--- src/hdl/acr_pkg.sv ---
// Constants, field layouts and carrier types of the converter configuration register.
package acr_pkg;

  localparam int unsigned CLK_PERIOD_NS = 10;
  localparam int unsigned GLITCH_NS     = 50;
  localparam int unsigned GLITCH_CYCLES = (GLITCH_NS + CLK_PERIOD_NS - 1) / CLK_PERIOD_NS;

  localparam logic [3:0] PTR_CONFIG = 4'h2;
  localparam logic [7:0] PTR_RESET  = 8'h00;
  localparam logic [7:0] CFG_RESET  = 8'h08;
  localparam logic [7:0] RD_UNMAPPED = 8'h00;

  localparam int unsigned BIT_UNUSED    = 7;
  localparam int unsigned BIT_REF_SEL   = 6;
  localparam int unsigned BIT_SEL2      = 5;
  localparam int unsigned BIT_SEL1      = 4;
  localparam int unsigned BIT_FILTER    = 3;
  localparam int unsigned BIT_ALARM_EN  = 2;
  localparam int unsigned BIT_PIN_FN    = 1;
  localparam int unsigned BIT_POLARITY  = 0;

  localparam logic [1:0] PIN_FN_CLEARED = 2'b10;

  typedef enum logic [1:0] {
    PIN_NONE  = 2'b00,
    PIN_BUSY  = 2'b01,
    PIN_ALARM = 2'b10,
    PIN_CLEAR = 2'b11
  } acr_pin_fn_type;

  typedef enum logic [1:0] {
    WR_IDLE    = 2'b00,
    WR_POINTER = 2'b01,
    WR_DATA    = 2'b10,
    WR_DONE    = 2'b11
  } acr_wr_state_type;

  typedef struct packed {
    logic       start;
    logic       stop;
    logic       valid;
    logic [7:0] data;
  } acr_wr_port_type;

  typedef struct packed {
    logic convert_enable;
    logic ref_from_pin;
    logic second_pin_is_input;
    logic channel_two;
  } acr_conv_ctrl_type;

endpackage

--- src/hdl/acr_line_filter.sv ---
// Glitch filter for the two serial lines, with a bypass.
`timescale 1ns/1ps
module acr_line_filter #(
  parameter int unsigned LINES  = 2,
  parameter int unsigned CYCLES = acr_pkg::GLITCH_CYCLES
) (
  input  wire logic             sys_clk,
  input  wire logic             rstn,
  input  wire logic             enable,
  input  wire logic [LINES-1:0] line_raw,
  output logic      [LINES-1:0] line_filt
);

  localparam int unsigned CW = $clog2(CYCLES + 1);

  genvar g;
  generate
    for (g = 0; g < LINES; g++) begin : g_line
      logic [CW-1:0] cnt_q;

      // With the filter enabled, a change passes only after it has held for CYCLES clocks; idle lines rest high.
      always_ff @(posedge sys_clk or negedge rstn) begin
        if (!rstn) begin
          cnt_q        <= '0;
          line_filt[g] <= 1'b1;
        end else if (!enable || line_raw[g] == line_filt[g]) begin
          cnt_q        <= '0;
          line_filt[g] <= line_raw[g];
        end else if (cnt_q == CW'(CYCLES - 1)) begin
          cnt_q        <= '0;
          line_filt[g] <= line_raw[g];
        end else begin
          cnt_q <= cnt_q + CW'(1);
        end
      end
    end
  endgenerate

endmodule

--- src/hdl/acr_config_reg.sv ---
// Configuration register with pointer routing, channel sequencing and shared pin control.
`timescale 1ns/1ps
module acr_config_reg (
  input  wire logic                       sys_clk,
  input  wire logic                       rstn,
  input  wire acr_pkg::acr_wr_port_type   wr,
  input  wire logic                       rd_strobe,
  output logic [7:0]                      rd_data,
  output logic [7:0]                      pointer,
  input  wire logic                       scl_raw,
  input  wire logic                       sda_raw,
  output logic                            scl_filt,
  output logic                            sda_filt,
  input  wire logic                       conv_done,
  output acr_pkg::acr_conv_ctrl_type      conv_ctrl,
  input  wire logic                       alert_active,
  input  wire logic                       busy_active,
  output logic                            alert_hw_enable,
  output logic                            alert_clear,
  output logic                            pin_out,
  output logic                            pin_oe_n
);

  acr_pkg::acr_wr_state_type wr_state_q;
  logic [7:0]                cfg_q;
  logic [7:0]                pointer_q;
  logic [7:0]                rd_data_q;
  logic                      seq_ch_q;
  logic                      alert_clear_q;
  logic                      alert_hw_enable_q;
  logic                      pin_out_q;
  logic                      pin_oe_n_q;
  acr_pkg::acr_conv_ctrl_type conv_ctrl_q;
  logic                      cfg_write;
  logic                      seq_mode;
  acr_pkg::acr_pin_fn_type   pin_fn;
  logic                      pin_active;

  // A byte counts only when it is valid, carries no start or stop, falls in the data phase and the pointer's low four bits are 2.
  assign cfg_write = wr.valid && !wr.start && !wr.stop && wr_state_q == acr_pkg::WR_DATA &&
                     pointer_q[3:0] == acr_pkg::PTR_CONFIG;
  assign seq_mode  = cfg_q[acr_pkg::BIT_SEL2] && cfg_q[acr_pkg::BIT_SEL1] &&
                     !cfg_q[acr_pkg::BIT_REF_SEL];
  assign pin_fn    = acr_pkg::acr_pin_fn_type'({cfg_q[acr_pkg::BIT_ALARM_EN],
                                                cfg_q[acr_pkg::BIT_PIN_FN]});

  // Transaction tracking: the first byte of a write is always the pointer.
  always_ff @(posedge sys_clk or negedge rstn) begin
    if (!rstn) begin
      wr_state_q <= acr_pkg::WR_IDLE;
    end else if (wr.start) begin
      wr_state_q <= acr_pkg::WR_POINTER;
    end else if (wr.stop) begin
      wr_state_q <= acr_pkg::WR_IDLE;
    end else if (wr.valid) begin
      case (wr_state_q)
        acr_pkg::WR_POINTER: wr_state_q <= acr_pkg::WR_DATA;
        acr_pkg::WR_DATA:    wr_state_q <= acr_pkg::WR_DONE;
        acr_pkg::WR_DONE:    wr_state_q <= acr_pkg::WR_DONE;
        default:             wr_state_q <= acr_pkg::WR_IDLE;
      endcase
    end
  end

  always_ff @(posedge sys_clk or negedge rstn) begin
    if (!rstn) begin
      pointer_q <= acr_pkg::PTR_RESET;
    end else if (wr.valid && !wr.start && !wr.stop && wr_state_q == acr_pkg::WR_POINTER) begin
      pointer_q <= wr.data;
    end
  end

  // Configuration store; the top bit is kept only so that it reads back.
  always_ff @(posedge sys_clk or negedge rstn) begin
    if (!rstn) begin
      cfg_q <= acr_pkg::CFG_RESET;
    end else if (cfg_write) begin
      cfg_q <= wr.data;
      if (wr.data[acr_pkg::BIT_ALARM_EN:acr_pkg::BIT_PIN_FN] == acr_pkg::PIN_CLEAR) begin
        cfg_q[acr_pkg::BIT_ALARM_EN:acr_pkg::BIT_PIN_FN] <= acr_pkg::PIN_FN_CLEARED;
      end
    end
  end

  // The clear is a one-cycle pulse to the limit logic, which owns the flags it resets.
  always_ff @(posedge sys_clk or negedge rstn) begin
    if (!rstn) begin
      alert_clear_q <= 1'b0;
    end else begin
      alert_clear_q <= cfg_write &&
                       wr.data[acr_pkg::BIT_ALARM_EN:acr_pkg::BIT_PIN_FN] == acr_pkg::PIN_CLEAR;
    end
  end

  // A new setting restarts the sequence on input one; a write beats a finishing conversion.
  always_ff @(posedge sys_clk or negedge rstn) begin
    if (!rstn) begin
      seq_ch_q <= 1'b0;
    end else if (cfg_write) begin
      seq_ch_q <= 1'b0;
    end else if (conv_done && seq_mode) begin
      seq_ch_q <= !seq_ch_q;
    end
  end

  // Conversion steering; selecting input two overrides the reference selection.
  always_ff @(posedge sys_clk or negedge rstn) begin
    if (!rstn) begin
      conv_ctrl_q <= '0;
    end else begin
      conv_ctrl_q.convert_enable      <= cfg_q[acr_pkg::BIT_SEL2] ||
                                         cfg_q[acr_pkg::BIT_SEL1];
      conv_ctrl_q.ref_from_pin        <= cfg_q[acr_pkg::BIT_REF_SEL] &&
                                         !cfg_q[acr_pkg::BIT_SEL2];
      conv_ctrl_q.second_pin_is_input <= !cfg_q[acr_pkg::BIT_REF_SEL] ||
                                         cfg_q[acr_pkg::BIT_SEL2];
      conv_ctrl_q.channel_two         <= seq_mode ? seq_ch_q :
                                         (cfg_q[acr_pkg::BIT_SEL2] &&
                                          !cfg_q[acr_pkg::BIT_SEL1]);
    end
  end

  always_comb begin
    case (pin_fn)
      acr_pkg::PIN_ALARM: pin_active = alert_active;
      acr_pkg::PIN_BUSY:  pin_active = busy_active;
      default:            pin_active = 1'b0;
    endcase
  end

  // With no function selected the pin is released and sits at its inactive level.
  always_ff @(posedge sys_clk or negedge rstn) begin
    if (!rstn) begin
      pin_out_q         <= 1'b1;
      pin_oe_n_q        <= 1'b1;
      alert_hw_enable_q <= 1'b0;
    end else begin
      pin_out_q         <= cfg_q[acr_pkg::BIT_POLARITY] ? pin_active : !pin_active;
      pin_oe_n_q        <= pin_fn == acr_pkg::PIN_NONE;
      alert_hw_enable_q <= cfg_q[acr_pkg::BIT_ALARM_EN];
    end
  end

  // Only the configuration register lives here; pointers whose low four bits are not 2 read as zero.
  always_ff @(posedge sys_clk or negedge rstn) begin
    if (!rstn) begin
      rd_data_q <= acr_pkg::RD_UNMAPPED;
    end else if (rd_strobe) begin
      rd_data_q <= (pointer_q[3:0] == acr_pkg::PTR_CONFIG) ? cfg_q :
                   acr_pkg::RD_UNMAPPED;
    end
  end

  acr_line_filter #(
    .LINES  (2),
    .CYCLES (acr_pkg::GLITCH_CYCLES)
  ) u_filter (
    .sys_clk   (sys_clk),
    .rstn      (rstn),
    .enable    (cfg_q[acr_pkg::BIT_FILTER]),
    .line_raw  ({scl_raw, sda_raw}),
    .line_filt ({scl_filt, sda_filt})
  );

  assign rd_data         = rd_data_q;
  assign pointer         = pointer_q;
  assign conv_ctrl       = conv_ctrl_q;
  assign alert_hw_enable = alert_hw_enable_q;
  assign alert_clear     = alert_clear_q;
  assign pin_out         = pin_out_q;
  assign pin_oe_n        = pin_oe_n_q;
endmodule

--- config.mk ---
export PLATFORM = sky130hd
export DESIGN_NAME = acr_config_reg
export DESIGN_NICKNAME = d
export VERILOG_FILES = /design/src/hdl/acr_pkg.sv /design/src/hdl/acr_line_filter.sv /design/src/hdl/acr_config_reg.sv
export SDC_FILE = /design/constraint.sdc
export NUM_CORES = 1
export LEC_CHECK = 0
export ABC_AREA = 0
export BUFFER_PORTS_ARGS = -buffer_cell sky130_fd_sc_hd__buf_2
export CAP_MARGIN = 20
export CORE_UTILIZATION = 54
export CTS_CLUSTER_DIAMETER = 120
export DETAILED_ROUTE_END_ITERATION = 7
export PLACE_DENSITY = 0.86
export SLEW_MARGIN = 25
export SYNTH_ARGS = -nofsm -noshare
export SYNTH_HDL_FRONTEND = slang
export SYNTH_SLANG_ARGS = --single-unit
export TNS_END_PERCENT = 20
--- constraint.sdc ---
create_clock -name sys_clk -period 3.6 [get_ports sys_clk]
set_input_delay 0.18 -clock sys_clk [delete_from_list [all_inputs] [get_ports sys_clk]]
set_output_delay 0.18 -clock sys_clk [all_outputs]
set_load 0.005 [all_outputs]
==> metrics.yaml <==
outcome: "complete, no violations"
fin_crit_ns: 2.13
cts_sinks: 43
p_int_mw: 0.692
syn_avg_cell_area_um2: 12.5
routedWlPerCell_um: 13.4
yosysSeqAreaShare_pct: 59.9
vias: 1228
finClkSkew_ns: 0.00951
synth_area_mm2: 0.00181
ir_drop_v: 0.000297
end_kind: "register"
cts_root_buf: "clkbuf_4"
pwr-share-seq_pct: 59.7
pwr_density_cell_mw_per_mm2: 417
netlist_instances: 145
drc: 0
yosysTopAreaCellShare_pct: 52.6
clockBufferDepth: 2
antenna_found_initial: 0
crit_arrival_ns: 2.35
cts.clk_slew.worst_paths_ns: 0.12
path_class: "register to register"
max_freq_ghz: 0.469
die_height_um: 59.8
postLayoutCoreUtil_pct: 69.8
h-tree-depth: 2
p_sw_share_pct: 23.3
worstSkewPairLatency_ns: 0.33
crit_fanout: 10
grt_usage_pct: 20.0
p_switching_mw: 0.211
maxCapViolations: 0
cp_slowest_cell: "or4b_1"
rsz0062_at_grt: "no"
tightest_slew_ns: 0.589
coreArea_mm2: 0.00310
crit_required_ns: 3.82
firstDrtPassIters: 4
clkPwrFrac_pct: 27.9
num_antenna_cells: 0
synth_area_leader_cell: "dfrtp_1"
drive_above_1_share_pct: 40.0
tns_ns: 0
hold_viol: 0
wirelength_um: 3200
ys_warn_count: 0
fp.dieW_um: 59.8
dieArea_mm2: 0.00358
setup_viol: 0
routed_via_density: 5.14
comb_power_share_pct: 12.4
hp-class: "input pin to register"
synth-seq-cells: 43
nFillCells: 255
startpoint_type: "register"
syn2layout_area_growth_pct: 19.9
grt_max_degree: 44
nets: 220
yosys-top-cells-area: "dfrtp_1 (53%), mux2_2 (11%), dfstp_2 (7.3%), ha_1 (4.8%), nand2_1 (3.5%)"
cts_tree: "done"
dp.cells: 229
cts_buffers: 5
yosysUniqueCellTypes: 27
first_global_vias: 1204
rows: 20
instances_no_fill: 239
post_cts_buffers: 0
min_period_over_period_pct: 59.2
first_iter_violations: 29
leakagePower_nw: 1.08
pin_count: 45
path_cells: "or4b_1 > nor3_4 > mux2_2"
synth_nets: 171
grt_pass1_wl_um: 5110
slowest_delay_ns: 0.74
place_hpwl_um: 2380
port-buffer-count: 44
maxSlewViolCount: 0
initial_core_util_pct: 58.2
overflow: 0
relSlewSlack_pct: 60.5
antenna_left: 0
place_congestion: 0.784
-- state kept, by name, indices dropped and copies added, names as in the netlist --
| register | count |
|---|---|
| rd_data | 8 |
| pin_oe_n | 1 |
| pin_out | 1 |
| cfg_q | 8 |
| u_filter.g_line.cnt_q | 6 |
| seq_ch_q | 1 |
| conv_ctrl | 4 |
| wr_state_q | 2 |
| alert_clear | 1 |
| pointer | 8 |
| alert_hw_enable | 1 |
| u_filter.line_filt | 2 |
-- repair_timing --
| action | CTS | global route |
|---|---|---|
| endpoints found under the hold margin | 38 | 0 |
| hold buffers | 1 | 0 |
| gates resized for setup | 0 | 0 |
-- layer usage --
metal | GRT usage (%) | routed length, um | up-vias
li1 | - | - | 586
met1 | 23.9 | 1370 | 596
met2 | 34.9 | 1650 | 41
met3 | 4.55 | 140 | 5
met4 | 7.64 | 34 | 0
met5 | 0 | 0 | -
-- power by group through the flow --
stage / sequential (mW) / combinational [mW] / clock (mW)
after floorplan: 0.548 / 0.0519 / 0
after global placement: 0.543 / 0.106 / 0
after detailed placement: 0.548 / 0.109 / 0
after CTS: 0.539 / 0.110 / 0.258
after global routing: 0.545 / 0.124 / 0.279
final: 0.539 / 0.112 / 0.252
-- cell usage after synthesis, drive strengths merged --
| library cell | number |
|---|---|
| a21boi | 1 |
| a21oi | 1 |
| a22o | 1 |
| and3 | 2 |
| and4 | 1 |
| buf | 1 |
| clkbuf | 3 |
| dfrtp | 38 |
| dfstp | 5 |
| ha | 7 |
| inv | 15 |
| mux2 | 17 |
| mux2i | 4 |
| nand2 | 17 |
| nand2b | 3 |
| nand3b | 1 |
| nand4b | 1 |
| nor2 | 6 |
| nor3 | 2 |
| nor3b | 2 |
| nor4 | 1 |
| o21bai | 1 |
| o22ai | 8 |
| or2 | 2 |
| or4b | 1 |
| xor2 | 4 |
-- critical path: cells and delay by family (launching register included) --
kind             cells  cell delay, ns
AND/OR/NAND/NOR      2            1.22
multiplexers         1            0.38
flip-flops           1            0.41
-- final timing paths --
| path | to | start | slack [ns] | depth (start not counted) |
|---|---|---|---|---|
| max | cfg_q[7] | pointer[0] | 1.47 | 3 |
| min | wr_state_q[0] | wr[9] | 0.02 | 2 |
| max reg2reg | cfg_q[7] | pointer[0] | 1.47 | 3 |
| min reg2reg | u_filter.g_line[0].cnt_q[0] | u_filter.g_line[0].cnt_q[0] | 0.48 | 1 |
| max in group asynchronous | cfg_q[3] | rstn | 2.69 | 3 |
| min in group asynchronous | rd_data[7] | rstn | 0.35 | 2 |
-- kinds of logic after synthesis --
kind of cell	share of synthesized area [%]
DFF	59.9
xor gates and xnor gates	1.94
buffers and inverters	4.36
muxes	12.8
AOI/OAI and AO/OA	4.36
and+or+nand+nor	11.8
adders and majority gates	4.85
-- cell usage in the layout (no fill, tap or decap), types with 2 or more instances in the layout --
master and count:
nor2_1 6, clkbuf_8 2, nor3b_1 2, mux2_2 17, dfrtp_1 38, and3_1 2, ha_1 7, or2_2 2
dfstp_2 5, inv_1 15, nand2b_1 3, clkbuf_4 5, o22ai_1 8, mux2i_1 4, buf_2 44, xor2_1 4
nand2_1 17
-- metrics by stage --
| step | area (um2) | hold slack, ns | setup slack [ns] | power (mW) |
|---|---|---|---|---|
| final | 2170 | 0.0213 | 1.47 | 0.903 |
| after global routing | 2170 | 0.0200 | 1.35 | 0.948 |
| after CTS | 2140 | 0.0151 | 1.45 | 0.907 |
| after detailed placement | 2060 | 0.359 | 1.46 | 0.657 |
| after global placement | 2060 | 0.340 | 1.56 | 0.649 |
| after floorplan | 1810 | -0.116 | 1.70 | 0.599 |
-- area by class of cell --
cell class	instances	area [um2]	share of cell area, %
inverters	15	56.3	2.60
flip-flops and latches	43	1080	50.0
well taps	44	55.1	2.54
multi-input cells	83	646	29.8
clock buffers	8	68.8	3.18
repair buffers	46	258	11.9
(Power assumes the default switching activity.)
